$ cat config.mk
export PLATFORM = sky130hd
export DESIGN_NAME = sfd_decoder
export DESIGN_NICKNAME = d
export VERILOG_FILES = /design/src/rtl/sfd_pkg.sv /design/src/rtl/sfd_decoder.sv /design/src/rtl/sfd_fifo.sv
export SDC_FILE = /design/constraint.sdc
export NUM_CORES = 1
export LEC_CHECK = 0
export BUFFER_PORTS_ARGS = -buffer_cell sky130_fd_sc_hd__buf_2
export CAP_MARGIN = 20
export CORE_MARGIN = 1
export CORE_UTILIZATION = 50
export CTS_BUF_LIST = sky130_fd_sc_hd__clkbuf_4 sky130_fd_sc_hd__clkbuf_8
export DETAILED_ROUTE_END_ITERATION = 8
export GPL_TIMING_DRIVEN = 0
export PLACE_DENSITY = 0.68
export SLEW_MARGIN = 20
export SYNTH_ARGS = -nofsm -noshare
export SYNTH_HDL_FRONTEND = slang
export SYNTH_SLANG_ARGS = --single-unit
export TNS_END_PERCENT = 5
$ cat constraint.sdc
create_clock -name mclk -period 11.85 [get_ports mclk]
set_clock_uncertainty 0.2 [all_clocks]
set_input_delay 0 -clock mclk [delete_from_list [all_inputs] [get_ports mclk]]
set_output_delay 0 -clock mclk [all_outputs]
set_load 0.02 [all_outputs]
$ cat src/rtl/sfd_pkg.sv
// Purpose: Constants, types and opcode tables of the serial flash command decoder.
// Assumes: Host drives chip select, serial clock and four I/O lines; mclk oversamples them.
// Notes: Dummy counts per setting and the wide-address opcode are local choices.
// Operation
// Opcode 35h switches the device to four-line command entry for opcode, address and data.
// Only opcode F5h leaves four-line command entry, returning to single-line commands.
// Opcode bits are sampled on four lines in four-line mode and on one line otherwise.
// After either mode switch the host keeps chip select high for the minimum deselect time.
// Dummy cycles of fast, dual, quad and double-rate reads follow configuration bits 6 and 7.
// Addresses are three bytes by default and four bytes after the enter-wide-address command.
// Opcode 03h is a plain read, 0Bh a fast read with dummies, BBh a two-line address and data read.
// Opcode 3Bh reads out on two lines, EBh is a four-line address and data read, 6Bh reads out on four.
// Opcodes 0Dh, BDh and EDh are double-rate reads on one, two and four lines with address and dummies; the code flags them but shifts at single rate.
// Opcode 02h programs a page and 38h does so on four lines, each with 1 to 256 data bytes.
// Opcodes 20h, 52h and D8h erase sector, 32KB and 64KB block; 60h or C7h erase the chip without address.
// Four-line mode accepts only quad read, quad double-rate read, page program, erases and chip erase; the code also accepts F5h and B7h.
// Commands without data out execute only when chip select rises on a byte boundary.
// Input bits are latched on the rising serial clock and output bits shift on the falling one.
// Reads stream consecutive addresses while chip select stays low and stop when it rises.
// Address bytes follow the opcode directly, most significant byte first.
package sfd_pkg;
   // Opcodes
   localparam logic [7:0] OP_READ = 8'h03;
   localparam logic [7:0] OP_FAST = 8'h0B;
   localparam logic [7:0] OP_DUAL_IO = 8'hBB;
   localparam logic [7:0] OP_DUAL_OUT = 8'h3B;
   localparam logic [7:0] OP_QUAD_IO = 8'hEB;
   localparam logic [7:0] OP_QUAD_OUT = 8'h6B;
   localparam logic [7:0] OP_DDR_FAST = 8'h0D;
   localparam logic [7:0] OP_DDR_DUAL = 8'hBD;
   localparam logic [7:0] OP_DDR_QUAD = 8'hED;
   localparam logic [7:0] OP_PROG = 8'h02;
   localparam logic [7:0] OP_QPROG = 8'h38;
   localparam logic [7:0] OP_SECT = 8'h20;
   localparam logic [7:0] OP_BLK32 = 8'h52;
   localparam logic [7:0] OP_BLK64 = 8'hD8;
   localparam logic [7:0] OP_CHIP_A = 8'h60;
   localparam logic [7:0] OP_CHIP_B = 8'hC7;
   localparam logic [7:0] OP_ENTER_QUAD = 8'h35;
   localparam logic [7:0] OP_EXIT_QUAD = 8'hF5;
   localparam logic [7:0] OP_ENTER_WIDE = 8'hB7;
   // Address and data sizes
   localparam logic [2:0] ADDR_BYTES_NARROW = 3'h3;
   localparam logic [2:0] ADDR_BYTES_WIDE = 3'h4;
   localparam logic [8:0] PAGE_BYTES = 9'h100;
   // Dummy cycles per configuration setting
   localparam logic [4:0] DUMMY_CFG1 = 5'h06;
   localparam logic [4:0] DUMMY_CFG2 = 5'h08;
   localparam logic [4:0] DUMMY_CFG3 = 5'h0A;
   localparam logic [4:0] DUMMY_DEF_FAST = 5'h08;
   localparam logic [4:0] DUMMY_DEF_DUAL_IO = 5'h04;
   localparam logic [4:0] DUMMY_DEF_QUAD_IO = 5'h06;
   localparam logic [4:0] DUMMY_DEF_DDR = 5'h06;
   // Reset values and FIFO size
   localparam logic RST_QUAD_MODE = 1'b0;
   localparam logic RST_WIDE_ADDR = 1'b0;
   localparam int FIFO_DEPTH = 16;
   localparam int FIFO_WIDTH = 8;

   typedef enum logic [4:0] {
      K_NONE, K_READ, K_FAST, K_DUAL_IO, K_DUAL_OUT, K_QUAD_IO, K_QUAD_OUT, K_DDR_FAST, K_DDR_DUAL,
      K_DDR_QUAD, K_PROG, K_QPROG, K_SECT, K_BLK32, K_BLK64, K_CHIP, K_ENTER_QUAD, K_EXIT_QUAD, K_ENTER_WIDE
   } sfd_kind_e;

   typedef enum logic [5:0] {
      S_OPC = 6'b000001,
      S_ADDR = 6'b000010,
      S_DUMMY = 6'b000100,
      S_READ = 6'b001000,
      S_PROG = 6'b010000,
      S_TAIL = 6'b100000
   } sfd_state_e;

   // Command handed to the array side
   typedef struct packed {
      sfd_kind_e kind;
      logic [31:0] addr;
      logic [8:0] nbytes;
      logic ddr;
   } sfd_cmd_s;
endpackage : sfd_pkg

$ cat src/rtl/sfd_decoder.sv
// Purpose: Command front end of a serial flash: opcode decode, address, dummy, read stream, program data.
// Assumes: Serial clock, chip select and I/O arrive asynchronously and are oversampled by mclk.
// Notes: Double-rate reads are decoded and flagged; their inputs shift on rising edges only and their output on falling edges only.
`timescale 1ns/1ps
module sfd_decoder #(
   parameter int FIFO_W = sfd_pkg::FIFO_WIDTH,
   parameter int FIFO_D = sfd_pkg::FIFO_DEPTH
) (
   // Clock and reset
   input wire logic mclk,
   input wire logic reset_n,
   // Serial pins
   input wire logic sclk,
   input wire logic cs_n,
   input wire logic [3:0] io_in,
   output logic [3:0] io_out,
   output logic [3:0] io_oe,
   // Configuration
   input wire logic dummy_cfg_low,
   input wire logic dummy_cfg_high,
   // Mode status
   output logic quad_command_mode,
   output logic wide_addr_mode,
   // Command to array
   output logic cmd_valid,
   output sfd_pkg::sfd_cmd_s cmd,
   output logic cmd_reject,
   // Read data from array
   output logic rd_req,
   output logic [31:0] rd_addr,
   input wire logic [7:0] rd_data,
   // Program data to array
   output logic prog_valid,
   output logic [7:0] prog_data,
   input wire logic prog_ready
);
   typedef struct packed {
      logic [5:0] s1;
      logic [5:0] s2;
      logic [5:0] s3;
      logic [5:0] stab;
      sfd_pkg::sfd_state_e state;
      logic quad;
      logic wide;
      logic [7:0] sh;
      logic [3:0] cnt;
      sfd_pkg::sfd_kind_e kind;
      logic [31:0] addr;
      logic [2:0] addr_left;
      logic [4:0] dummy_left;
      logic [8:0] nbytes;
      logic overrun;
      logic [7:0] osh;
      logic [3:0] ocnt;
      logic [31:0] raddr;
      logic rreq;
      logic [3:0] io_o;
      logic [3:0] io_e;
      logic cvalid;
      sfd_pkg::sfd_cmd_s cmd;
      logic rej;
      logic push;
      logic [7:0] pdata;
   } sfd_st_s;

   sfd_st_s st_q, st_d;
   logic fifo_in_ready;

   ////////////////////////////////////////////////////////////////////////////////
   // Decode helpers

   function automatic sfd_pkg::sfd_kind_e decode(input logic [7:0] op);
      unique case (op)
         sfd_pkg::OP_READ: decode = sfd_pkg::K_READ;
         sfd_pkg::OP_FAST: decode = sfd_pkg::K_FAST;
         sfd_pkg::OP_DUAL_IO: decode = sfd_pkg::K_DUAL_IO;
         sfd_pkg::OP_DUAL_OUT: decode = sfd_pkg::K_DUAL_OUT;
         sfd_pkg::OP_QUAD_IO: decode = sfd_pkg::K_QUAD_IO;
         sfd_pkg::OP_QUAD_OUT: decode = sfd_pkg::K_QUAD_OUT;
         sfd_pkg::OP_DDR_FAST: decode = sfd_pkg::K_DDR_FAST;
         sfd_pkg::OP_DDR_DUAL: decode = sfd_pkg::K_DDR_DUAL;
         sfd_pkg::OP_DDR_QUAD: decode = sfd_pkg::K_DDR_QUAD;
         sfd_pkg::OP_PROG: decode = sfd_pkg::K_PROG;
         sfd_pkg::OP_QPROG: decode = sfd_pkg::K_QPROG;
         sfd_pkg::OP_SECT: decode = sfd_pkg::K_SECT;
         sfd_pkg::OP_BLK32: decode = sfd_pkg::K_BLK32;
         sfd_pkg::OP_BLK64: decode = sfd_pkg::K_BLK64;
         sfd_pkg::OP_CHIP_A, sfd_pkg::OP_CHIP_B: decode = sfd_pkg::K_CHIP;
         sfd_pkg::OP_ENTER_QUAD: decode = sfd_pkg::K_ENTER_QUAD;
         sfd_pkg::OP_EXIT_QUAD: decode = sfd_pkg::K_EXIT_QUAD;
         sfd_pkg::OP_ENTER_WIDE: decode = sfd_pkg::K_ENTER_WIDE;
         default: decode = sfd_pkg::K_NONE;
      endcase
   endfunction : decode

   // Commands legal in four-line mode
   function automatic logic quad_ok(input sfd_pkg::sfd_kind_e k);
      unique case (k)
         sfd_pkg::K_QUAD_IO, sfd_pkg::K_DDR_QUAD, sfd_pkg::K_PROG, sfd_pkg::K_SECT, sfd_pkg::K_BLK32,
         sfd_pkg::K_BLK64, sfd_pkg::K_CHIP, sfd_pkg::K_EXIT_QUAD, sfd_pkg::K_ENTER_WIDE: quad_ok = 1'b1;
         default: quad_ok = 1'b0;
      endcase
   endfunction : quad_ok

   // Lines used for address and program data
   function automatic logic [3:0] in_lanes(input sfd_pkg::sfd_kind_e k, input logic quad);
      if (quad) begin
         in_lanes = 4'h4;
      end else begin
         unique case (k)
            sfd_pkg::K_DUAL_IO, sfd_pkg::K_DDR_DUAL: in_lanes = 4'h2;
            sfd_pkg::K_QUAD_IO, sfd_pkg::K_DDR_QUAD, sfd_pkg::K_QPROG: in_lanes = 4'h4;
            default: in_lanes = 4'h1;
         endcase
      end
   endfunction : in_lanes

   // Lines used for read output
   function automatic logic [3:0] out_lanes(input sfd_pkg::sfd_kind_e k, input logic quad);
      if (quad) begin
         out_lanes = 4'h4;
      end else begin
         unique case (k)
            sfd_pkg::K_DUAL_IO, sfd_pkg::K_DUAL_OUT, sfd_pkg::K_DDR_DUAL: out_lanes = 4'h2;
            sfd_pkg::K_QUAD_IO, sfd_pkg::K_QUAD_OUT, sfd_pkg::K_DDR_QUAD: out_lanes = 4'h4;
            default: out_lanes = 4'h1;
         endcase
      end
   endfunction : out_lanes

   function automatic logic [4:0] dummy_count(input sfd_pkg::sfd_kind_e k, input logic [1:0] cfg);
      dummy_count = 5'h00;
      if (k != sfd_pkg::K_READ) begin
         unique case (cfg)
            2'h1: dummy_count = sfd_pkg::DUMMY_CFG1;
            2'h2: dummy_count = sfd_pkg::DUMMY_CFG2;
            2'h3: dummy_count = sfd_pkg::DUMMY_CFG3;
            default: begin
               unique case (k)
                  sfd_pkg::K_DUAL_IO: dummy_count = sfd_pkg::DUMMY_DEF_DUAL_IO;
                  sfd_pkg::K_QUAD_IO: dummy_count = sfd_pkg::DUMMY_DEF_QUAD_IO;
                  sfd_pkg::K_DDR_FAST, sfd_pkg::K_DDR_DUAL, sfd_pkg::K_DDR_QUAD: dummy_count = sfd_pkg::DUMMY_DEF_DDR;
                  default: dummy_count = sfd_pkg::DUMMY_DEF_FAST;
               endcase
            end
         endcase
      end
   endfunction : dummy_count

   function automatic logic is_read(input sfd_pkg::sfd_kind_e k);
      is_read = (k inside {sfd_pkg::K_READ, sfd_pkg::K_FAST, sfd_pkg::K_DUAL_IO, sfd_pkg::K_DUAL_OUT,
                           sfd_pkg::K_QUAD_IO, sfd_pkg::K_QUAD_OUT, sfd_pkg::K_DDR_FAST,
                           sfd_pkg::K_DDR_DUAL, sfd_pkg::K_DDR_QUAD});
   endfunction : is_read

   // Shift incoming lines into the byte, high bits first
   function automatic logic [7:0] shift_in(input logic [7:0] sh, input logic [3:0] io, input logic [3:0] n);
      unique case (n)
         4'h2: shift_in = {sh[5:0], io[1:0]};
         4'h4: shift_in = {sh[3:0], io};
         default: shift_in = {sh[6:0], io[0]};
      endcase
   endfunction : shift_in

   ////////////////////////////////////////////////////////////////////////////////
   // Next state

   logic sclk_rise;
   logic sclk_fall;
   logic cs_fall;
   logic cs_rise;
   logic [3:0] io_s;
   logic [3:0] lanes;
   logic [7:0] nsh;
   logic [3:0] ncnt;
   logic byte_done;

   always_comb begin
      st_d = st_q;
      st_d.s1 = {io_in, cs_n, sclk};
      st_d.s2 = st_q.s1;
      st_d.s3 = st_q.s2;
      for (int i = 0; i < 6; i++) begin
         st_d.stab[i] = (st_q.s2[i] == st_q.s3[i]) ? st_q.s3[i] : st_q.stab[i];
      end
      sclk_rise = st_d.stab[0] && !st_q.stab[0];
      sclk_fall = !st_d.stab[0] && st_q.stab[0];
      cs_fall = !st_d.stab[1] && st_q.stab[1];
      cs_rise = st_d.stab[1] && !st_q.stab[1];
      io_s = st_d.stab[5:2];
      st_d.cvalid = 1'b0;
      st_d.rej = 1'b0;
      st_d.rreq = 1'b0;
      st_d.push = 1'b0;
      // Opcode lines depend on command mode, later phases on the command
      lanes = (st_q.state == sfd_pkg::S_OPC) ? (st_q.quad ? 4'h4 : 4'h1) : in_lanes(st_q.kind, st_q.quad);
      nsh = shift_in(st_q.sh, io_s, lanes);
      ncnt = st_q.cnt + lanes;
      byte_done = (ncnt == 4'h8);

      if (cs_fall) begin
         st_d.state = sfd_pkg::S_OPC;
         st_d.cnt = 4'h0;
         st_d.kind = sfd_pkg::K_NONE;
         st_d.nbytes = 9'h000;
         st_d.overrun = 1'b0;
         st_d.ocnt = 4'h0;
      end else if (cs_rise) begin
         st_d.io_e = 4'h0;
         // Only byte-aligned command ends execute
         if ((st_q.state == sfd_pkg::S_TAIL || st_q.state == sfd_pkg::S_PROG) && st_q.kind != sfd_pkg::K_NONE) begin
            if (st_q.cnt != 4'h0 || st_q.overrun || (st_q.state == sfd_pkg::S_PROG && st_q.nbytes == 9'h000)) begin
               st_d.rej = 1'b1;
            end else begin
               st_d.cvalid = 1'b1;
               st_d.cmd = '{kind: st_q.kind, addr: st_q.addr, nbytes: st_q.nbytes, ddr: 1'b0};
               if (st_q.kind == sfd_pkg::K_ENTER_QUAD) begin
                  st_d.quad = 1'b1;
               end
               if (st_q.kind == sfd_pkg::K_EXIT_QUAD) begin
                  st_d.quad = 1'b0;
               end
               if (st_q.kind == sfd_pkg::K_ENTER_WIDE) begin
                  st_d.wide = 1'b1;
               end
            end
         end else if (st_q.state == sfd_pkg::S_ADDR || (st_q.state == sfd_pkg::S_OPC && st_q.cnt != 4'h0)) begin
            st_d.rej = 1'b1;
         end
         st_d.state = sfd_pkg::S_TAIL;
         st_d.kind = sfd_pkg::K_NONE;
      end else if (!st_q.stab[1] && sclk_rise) begin
         // Inputs latched on rising edge
         unique case (st_q.state)
            sfd_pkg::S_OPC: begin
               st_d.sh = nsh;
               st_d.cnt = byte_done ? 4'h0 : ncnt;
               if (byte_done) begin
                  st_d.kind = decode(nsh);
                  st_d.addr = 32'h0000_0000;
                  st_d.addr_left = st_q.wide ? sfd_pkg::ADDR_BYTES_WIDE : sfd_pkg::ADDR_BYTES_NARROW;
                  if (decode(nsh) == sfd_pkg::K_NONE || (st_q.quad && !quad_ok(decode(nsh)))) begin
                     st_d.kind = sfd_pkg::K_NONE;
                     st_d.state = sfd_pkg::S_TAIL;
                     st_d.rej = 1'b1;
                  end else if (decode(nsh) inside {sfd_pkg::K_CHIP, sfd_pkg::K_ENTER_QUAD, sfd_pkg::K_EXIT_QUAD,
                                                   sfd_pkg::K_ENTER_WIDE}) begin
                     st_d.state = sfd_pkg::S_TAIL;
                  end else begin
                     st_d.state = sfd_pkg::S_ADDR;
                  end
               end
            end
            sfd_pkg::S_ADDR: begin
               st_d.sh = nsh;
               st_d.cnt = byte_done ? 4'h0 : ncnt;
               if (byte_done) begin
                  st_d.addr = {st_q.addr[23:0], nsh};
                  st_d.addr_left = st_q.addr_left - 3'h1;
                  if (st_q.addr_left == 3'h1) begin
                     if (is_read(st_q.kind)) begin
                        st_d.dummy_left = dummy_count(st_q.kind, {dummy_cfg_high, dummy_cfg_low});
                        st_d.state = (dummy_count(st_q.kind, {dummy_cfg_high, dummy_cfg_low}) == 5'h00) ?
                                     sfd_pkg::S_READ : sfd_pkg::S_DUMMY;
                        st_d.raddr = {st_q.addr[23:0], nsh};
                        st_d.rreq = 1'b1;
                        st_d.cvalid = 1'b1;
                        st_d.cmd = '{kind: st_q.kind, addr: {st_q.addr[23:0], nsh}, nbytes: 9'h000,
                                     ddr: st_q.kind inside {sfd_pkg::K_DDR_FAST, sfd_pkg::K_DDR_DUAL,
                                                            sfd_pkg::K_DDR_QUAD}};
                     end else if (st_q.kind inside {sfd_pkg::K_PROG, sfd_pkg::K_QPROG}) begin
                        st_d.state = sfd_pkg::S_PROG;
                     end else begin
                        st_d.state = sfd_pkg::S_TAIL;
                     end
                  end
               end
            end
            sfd_pkg::S_DUMMY: begin
               st_d.dummy_left = st_q.dummy_left - 5'h01;
               if (st_q.dummy_left == 5'h01) begin
                  st_d.state = sfd_pkg::S_READ;
               end
            end
            sfd_pkg::S_PROG: begin
               st_d.sh = nsh;
               st_d.cnt = byte_done ? 4'h0 : ncnt;
               if (byte_done && st_q.nbytes != sfd_pkg::PAGE_BYTES) begin
                  st_d.nbytes = st_q.nbytes + 9'h001;
                  st_d.push = 1'b1;
                  st_d.pdata = nsh;
                  if (!fifo_in_ready) begin
                     st_d.overrun = 1'b1;
                  end
               end
            end
            sfd_pkg::S_TAIL: begin
               st_d.cnt = (st_q.cnt == 4'h0) ? 4'h1 : st_q.cnt;
            end
            sfd_pkg::S_READ: begin
               st_d.cnt = st_q.cnt;
            end
         endcase
      end else if (!st_q.stab[1] && sclk_fall && st_q.state == sfd_pkg::S_READ) begin
         // Output bits move on falling edge, one byte after another
         st_d.io_e = (out_lanes(st_q.kind, st_q.quad) == 4'h4) ? 4'hF :
                     (out_lanes(st_q.kind, st_q.quad) == 4'h2) ? 4'h3 : 4'h2;
         if (st_q.ocnt == 4'h0) begin
            st_d.osh = rd_data;
            st_d.raddr = st_q.raddr + 32'h0000_0001;
            st_d.rreq = 1'b1;
         end else begin
            st_d.osh = st_q.osh << out_lanes(st_q.kind, st_q.quad);
         end
         unique case (out_lanes(st_q.kind, st_q.quad))
            4'h4: st_d.io_o = (st_q.ocnt == 4'h0) ? rd_data[7:4] : st_q.osh[3:0];
            4'h2: st_d.io_o = {2'h0, (st_q.ocnt == 4'h0) ? rd_data[7:6] : st_q.osh[5:4]};
            default: st_d.io_o = {2'h0, (st_q.ocnt == 4'h0) ? rd_data[7] : st_q.osh[6], 1'b0};
         endcase
         st_d.ocnt = ((st_q.ocnt + out_lanes(st_q.kind, st_q.quad)) == 4'h8) ? 4'h0 :
                     st_q.ocnt + out_lanes(st_q.kind, st_q.quad);
      end
   end

   ////////////////////////////////////////////////////////////////////////////////
   // Registers and outputs

   always_ff @(posedge mclk) begin
      if (!reset_n) begin
         st_q <= '0;
         st_q.s1 <= 6'h3E;
         st_q.s2 <= 6'h3E;
         st_q.s3 <= 6'h3E;
         st_q.stab <= 6'h3E;
         st_q.state <= sfd_pkg::S_TAIL;
         st_q.quad <= sfd_pkg::RST_QUAD_MODE;
         st_q.wide <= sfd_pkg::RST_WIDE_ADDR;
      end else begin
         st_q <= st_d;
      end
   end

   sfd_fifo #(
      .WIDTH(FIFO_W),
      .DEPTH(FIFO_D)
   ) u_prog_fifo (
      .mclk(mclk),
      .reset_n(reset_n),
      .in_valid(st_q.push),
      .in_data(st_q.pdata),
      .in_ready(fifo_in_ready),
      .out_valid(prog_valid),
      .out_data(prog_data),
      .out_ready(prog_ready)
   );

   assign io_out = st_q.io_o;
   assign io_oe = st_q.io_e;
   assign quad_command_mode = st_q.quad;
   assign wide_addr_mode = st_q.wide;
   assign cmd_valid = st_q.cvalid;
   assign cmd = st_q.cmd;
   assign cmd_reject = st_q.rej;
   assign rd_req = st_q.rreq;
   assign rd_addr = st_q.raddr;
endmodule : sfd_decoder

$ cat src/rtl/sfd_fifo.sv
// Purpose: Small synchronous FIFO for program data.
// Assumes: Single clock, valid/ready handshake on both sides.
// Notes: Flags are registered; ready and valid are their inverses and data is read from memory through a mux.
`timescale 1ns/1ps
module sfd_fifo #(
   parameter int WIDTH = 8,
   parameter int DEPTH = 16
) (
   // Clock and reset
   input wire logic mclk,
   input wire logic reset_n,
   // Fill side
   input wire logic in_valid,
   input wire logic [WIDTH-1:0] in_data,
   output logic in_ready,
   // Drain side
   output logic out_valid,
   output logic [WIDTH-1:0] out_data,
   input wire logic out_ready
);
   localparam int AW = $clog2(DEPTH);
   typedef struct packed {
      logic [AW-1:0] wp;
      logic [AW-1:0] rp;
      logic [AW:0] cnt;
      logic full;
      logic empty;
   } sfd_fifo_s;
   sfd_fifo_s st_q, st_d;
   logic [WIDTH-1:0] mem [DEPTH];
   logic push;
   logic pop;

   assign push = in_valid && !st_q.full;
   assign pop = out_ready && !st_q.empty;
   assign in_ready = !st_q.full;
   assign out_valid = !st_q.empty;
   assign out_data = mem[st_q.rp];

   always_comb begin
      st_d = st_q;
      if (push) begin
         st_d.wp = st_q.wp + 1'b1;
      end
      if (pop) begin
         st_d.rp = st_q.rp + 1'b1;
      end
      st_d.cnt = st_q.cnt + {{AW{1'b0}}, push} - {{AW{1'b0}}, pop};
      st_d.full = (st_d.cnt == (AW+1)'(DEPTH));
      st_d.empty = (st_d.cnt == '0);
   end

   always_ff @(posedge mclk) begin
      if (!reset_n) begin
         st_q <= '{wp: '0, rp: '0, cnt: '0, full: 1'b0, empty: 1'b1};
      end else begin
         st_q <= st_d;
      end
      if (push) begin
         mem[st_q.wp] <= in_data;
      end
   end
endmodule : sfd_fifo

==> results.cfg, run 1 <==
[cells_and_area]
nets = 1966
diodes = 0
fin_area_sq_um = 19600
drive_gt1_frac = 0.200
finalNonFillerCells = 2403
area_growth_pct = 16.3
final_core_util = 0.596

[cts]
clk_pin_slew_ns = 0.06
h-tree-depth = 2
clock_path_buffers = 3
cts_tree = yes
cts-root-buf = clkbuf_8
cts_setup_buffers = 0
clk_latency_ns = 0.63
clock-sinks = 354
numCtsBuffers = 56

[hold_path]
hp-class = in -> reg
hold_path_end = st_q[109]
worstHoldPathCells = 4
min_from = rd_data[6]

[yosys]
synth_edf_count = 128
syn_area_sq_um = 16900
synth_top_area_share = 0.268
syn-num-nets = 1756
yosys_warnings = 0
synth_area_leaders = dfxtp_1, edfxtp_1, mux4_2
yosys_register_bits = 354
ys_types = 80
ys_seq_area_frac = 0.496
synth-main-ff-cell = dfxtp_1
post_synth.cell_area_avg_sq_um = 9.89
yosysMostFrequentCell = dfxtp_1
yosysTopAreaCell = dfxtp_1
async_flop_share = 0
syn_inst = 1705
synthTopCellsByCount = dfxtp_1, nor2_1, nand2_1, edfxtp_1, a21oi_1

[worst_setup_path]
endpoint_kind = flip-flop
cp_max_fo = 10
rrSetupSlack_ns = 6.43
r2r_start = st_q[164]
reg2reg_to = cmd[39]
setup.worst_path.start_class = flip-flop
worstPathRequired_ns = 12.18
path_class = reg -> reg
cp.arrival_ns = 5.75
r2r_cells = 16

[floorplanning]
io_pins = 120
die_y_um = 186
fp.dieW_um = 186
initial_utilization = 0.513
coreArea_sq_um = 32900
die-area_sq_um = 34500
num_rows = 66

[placed_design]
gp_congestion = 0.956
port_buffers = 119
place_ws_ns = 6.36
dp_hpwl_mm = 34.3
dpl_cell_area_sq_um = 18000
dp.cells = 2266

[power]
worst_ir_drop_vdd_mv = 0.0962
p_leak_nw = 7.40
totalPowerFinal_mw = 2.60
power.density_nw_per_um2 = 132

[routing]
routed_wirelength_mm = 48.3
via_count = 14160
drt_iter0_markers = 1545
drt_first_pass_iters = 6
wire_per_inst_um = 20.1
final_antenna_net_count = 0
drcViolationCount = 0
viasPerCell = 5.89

[sta]
setup_slack_ns = 6.43
relSlewSlack = 0.317
worst_pin_slew_ns = 1.02
setup_viol_count_final = 0
holdWs_ns = 0.0500
fin_crit_ns = 5.42
finalHoldViolCount = 0
final_max_slew_viol_count = 0
max_freq_ghz = 0.185
fin_setup_tns_ns = 0
rsz0062_at_grt = false
fin_crit_sh = 0.457

[global_routing]
grt_pass1_wl_mm = 73.9
antenna_found_initial = 1
grtUsageMet2 = 0.413
grtUsageMet1 = 0.403
grtUsageMet3 = 0.0650
grt_start_max_net_pins = 19
track_usage = 0.282
globalRoute.busiestLayer = met2
first_global_vias = 13213
overflow = 0

[run_status]
status = finished, final reports clean

[flow_run]
maxCapViolations = 0
==> registers in the layout, summed over array words and instances (netlist names), named ones only <==
| name | cells |
|---|---|
| io_oe | 3 |
| st_q | 104 |
| u_prog_fifo.st_q | 15 |
| rd_addr | 32 |
| quad_command_mode | 1 |
| io_out | 4 |
| wide_addr_mode | 1 |
| cmd_reject | 1 |
| cmd | 47 |
| cmd_valid | 1 |
| u_prog_fifo.mem | 128 |
| st_d | 12 |
| rd_req | 1 |
==> what timing repair did <==
item	4_1_cts	5_1_grt
hold buffers	31	0
setup endpoints to repair	0	0
gates resized for setup	0	0
hold endpoints to repair	53	0
==> cell type report <==
cell class                      instances  area [sq um]
Buffer                                195          1080
Clock buffer                           96          1140
Clock inverter                          8           101
Fill cell                            2863         13300
Inverter                               39           146
Multi-Input combinational cell       1117          7300
Sequential cell                       354          8370
Tap cell                              442           553
Timing Repair Buffer                  152           916
==> logic make-up (layout without fill, tap and decap cells) <==
logic type,after synthesis,after routing,share of synthesized area
and+or+nand+nor,634,634,0.180
AOI/OAI and AO/OA,354,354,0.141
DFF,354,354,0.496
buffers and inverters,234,490,0.0725
muxes,59,59,0.0652
adders and majority gates,35,35,0.0269
xor gates and xnor gates,35,35,0.0182
==> placed cells by master, fill, tap and decap left out, types with 31 or more instances in the layout <==
cell type	instances
a21oi_1	124
a221oi_1	46
buf_2	127
buf_4	87
clkbuf_1	92
clkbuf_8	67
dfxtp_1	226
dlygate4sd3_1	31
edfxtp_1	128
inv_1	35
mux4_2	40
nand2_1	153
nand2b_1	32
nand3_1	66
nor2_1	190
nor3_1	65
o21ai_0	47
==> worst max-delay path by stage <==
| stage | cells past startpoint | end | from | slack, ns |
|---|---|---|---|---|
| after floorplan | 16 | st_q[161] | st_q[185] | 7.70 |
| after global placement | 18 | cmd_reject | quad_command_mode | 6.29 |
| after detailed placement | 18 | cmd_reject | quad_command_mode | 6.36 |
| after CTS | 18 | cmd_reject | quad_command_mode | 6.32 |
| after global routing | 17 | cmd[34] | quad_command_mode | 6.18 |
| final | 16 | cmd[39] | st_q[164] | 6.43 |
==> worst max-delay path: stages, from the launching register on <==
cell and delay (ns):
dfxtp_1 0.34, buf_2 0.20, nor3b_2 0.30, o21ai_1 0.19, nor3_1 0.77, ha_1 0.38
a21o_1 0.15, a21oi_1 0.17, xnor2_1 0.18, and2_1 0.23, nand2_1 0.12, nor2_1 0.23
nand3_1 0.37, nor2_1 0.67, clkbuf_1 0.47, a221oi_1 0.19, nor3_1 0.16
==> power by group <==
part           total, mW  leakage [nW]  internal [mW]  switching (mW)
logic              0.200          3.72         0.0966           0.104
registers           1.27          3.01           1.26         0.00896
clock network       1.12         0.667          0.631           0.492
==> layer usage <==
metal  up-vias  wire length, um
met3       125             4360
met4         0             1630
met1      6813            21500
met5         -                0
met2       678            20800
li1       6544                -
Power figures use the tool's default switching activity.
==> run 2, diff against run 1 <==
- PLACE_DENSITY: 0.68 -> 0.71
- clock period: 11.85 -> 4.5 ns (I/O delays scaled with it)
==> run 2 against run 1 <==
Non-clock buffer count rose by 22. Final cell count rose by 0.83%. Critical path type unchanged. Largest cell class unchanged. Wire length fell by 1.1%. Global-route usage fell by 0.45 points. Worst hold slack improved by 0.026 ns. First-iteration DRC count rose by 9.9%. Fmax rose by 21%.
==> results.cfg, run 2 (same netlist as run 1, synthesis figures left out) <==
[run_status]
status = finished, final reports clean

[placed_design]
gp_congestion = 0.994
dp_hpwl_mm = 33.3
port_buffers = 119

[floorplanning]
initial_utilization = 0.513
coreArea_sq_um = 32900
die_y_um = 186
io_pins = 120
num_rows = 66
die-area_sq_um = 34500
fp.dieW_um = 186

[cts]
cts_tree = yes
clock_path_buffers = 3
clock-sinks = 354
h-tree-depth = 2
cts-root-buf = clkbuf_8
clk_latency_ns = 0.63
clk_pin_slew_ns = 0.06
numCtsBuffers = 56

[routing]
routed_wirelength_mm = 47.7
viasPerCell = 5.88
via_count = 14242
drt_first_pass_iters = 6
drt_iter0_markers = 1698
final_antenna_net_count = 0
drcViolationCount = 0
wire_per_inst_um = 19.7

[worst_setup_path]
worstPathRequired_ns = 4.82
endpoint_kind = flip-flop
cp_max_fo = 9
setup.worst_path.start_class = flip-flop
r2r_start = st_q[180]
reg2reg_to = st_q[162]
path_class = reg -> reg
rrSetupSlack_ns = 0.004
cp.arrival_ns = 4.82
r2r_cells = 16

[sta]
fin_crit_sh = 0.999
worst_pin_slew_ns = 1.23
rsz0062_at_grt = true
finalHoldViolCount = 0
relSlewSlack = 0.172
fin_setup_tns_ns = 0
final_max_slew_viol_count = 0
max_freq_ghz = 0.222
holdWs_ns = 0.0756
fin_crit_ns = 4.50
setup_viol_count_final = 0

[hold_path]
hp-class = in -> reg
hold_path_end = st_q[106]
min_from = rd_data[3]
worstHoldPathCells = 4

[global_routing]
grt_pass1_wl_mm = 73.3
overflow = 0
grt_start_max_net_pins = 18
track_usage = 0.277
antenna_found_initial = 0
first_global_vias = 13307

[cells_and_area]
fillers = 2840
diodes = 0
final_common_cell = dfxtp_1
top_register = u_prog_fifo.mem
final_cell_mix = dfxtp_1, nor2_1, nand2_1, edfxtp_1, buf_2
largest_reg_flops = 128
area_growth_pct = 19.1
drive_gt1_frac = 0.236
nets = 1988

[flow_run]
maxCapViolations = 0

[power]
p_leak_nw = 7.64
power.density_nw_per_um2 = 342
worst_ir_drop_vdd_mv = 0.213
## run 2: changes by cell type in the layout (fill, tap and decap cells not counted), moves of 4 or more
cell / change
clkbuf_2: +8
nand3_1: -4
buf_4: +27
clkbuf_1: -20
clkinv_2: +9
clkbuf_4: -13
nor2_1: -4
## run 2: worst max-delay path by stage
| stage | start | end | slack, ns | cells past startpoint |
|---|---|---|---|---|
| 5_1_grt | st_q[185] | st_q[165] | -0.17 | 17 |
| 6_report | st_q[180] | st_q[162] | 0.004 | 16 |
| 3_3_place_gp | quad_command_mode | st_q[161] | -0.70 | 18 |
| 4_1_cts | st_q[161] | st_q[162] | 0.005 | 17 |
| 3_5_place_dp | quad_command_mode | st_q[162] | -0.76 | 18 |
| 2_1_floorplan | st_q[185] | st_q[161] | 0.35 | 16 |
## run 2: per-stage QoR
stage | area (sq um) | utilization | std cells | setup WS [ns] | total power [mW]
after floorplan | 16900 | - | 1705 | 0.348 | 3.79
after global placement | 18000 | 0.548 | 2266 | -0.697 | 3.91
after detailed placement | 18100 | 0.549 | 2269 | -0.759 | 3.93
after CTS | 19800 | 0.604 | 2414 | 0.00492 | 6.91
after global routing | 20100 | 0.611 | 2423 | -0.175 | 7.09
final | 20100 | 0.611 | 2423 | 0.00399 | 6.87
## run 2: critical path, stage by stage, from the launching register on
cell and delay, ns:
dfxtp_1 0.30, buf_2 0.17, or4b_4 0.53, o221ai_4 0.30, nand2_4 0.10, a222oi_1 0.61, nand4_1 0.26, buf_4 0.21
a211o_1 0.29, a21oi_2 0.12, or4_4 0.18, inv_1 0.07, ha_1 0.31, a221oi_2 0.24, buf_4 0.17, a31oi_2 0.06
a32o_1 0.30
## run 2: cell type report
class / instances / area, sq um / area share
plain buffers: 190 / 1110 / 0.0551
clock buffers: 78 / 998 / 0.0497
clock inverters: 24 / 240 / 0.0120
inverters: 39 / 149 / 0.00741
multi-input cells: 1117 / 7540 / 0.375
flip-flops and latches: 354 / 8370 / 0.417
well taps: 442 / 553 / 0.0275
repair buffers: 179 / 1130 / 0.0561
## run 2: where the power goes
| part | switching (mW) | internal (mW) |
|---|---|---|
| clock | 1.31 | 1.68 |
| combinational | 0.270 | 0.255 |
| sequential | 0.0205 | 3.33 |
## run 2: timing repair
action / CTS / global route
pin swaps: 6 / 9
hold endpoints to repair: 55 / 0
setup buffers: 13 / 10
endpoints found under the setup margin: 93 / 132
gates resized for setup: 35 / 66
hold buffers: 33 / 0
## run 2: routing by layer
layer | wire length (um) | share of wire | track usage | up-vias
li1 | - | - | - | 6603
met3 | 4610 | 0.097 | 0.0599 | 119
met5 | 0 | 0 | 0 | -
met4 | 1520 | 0.032 | 0.0948 | 0
met1 | 20500 | 0.43 | 0.386 | 6799
met2 | 21100 | 0.44 | 0.428 | 721
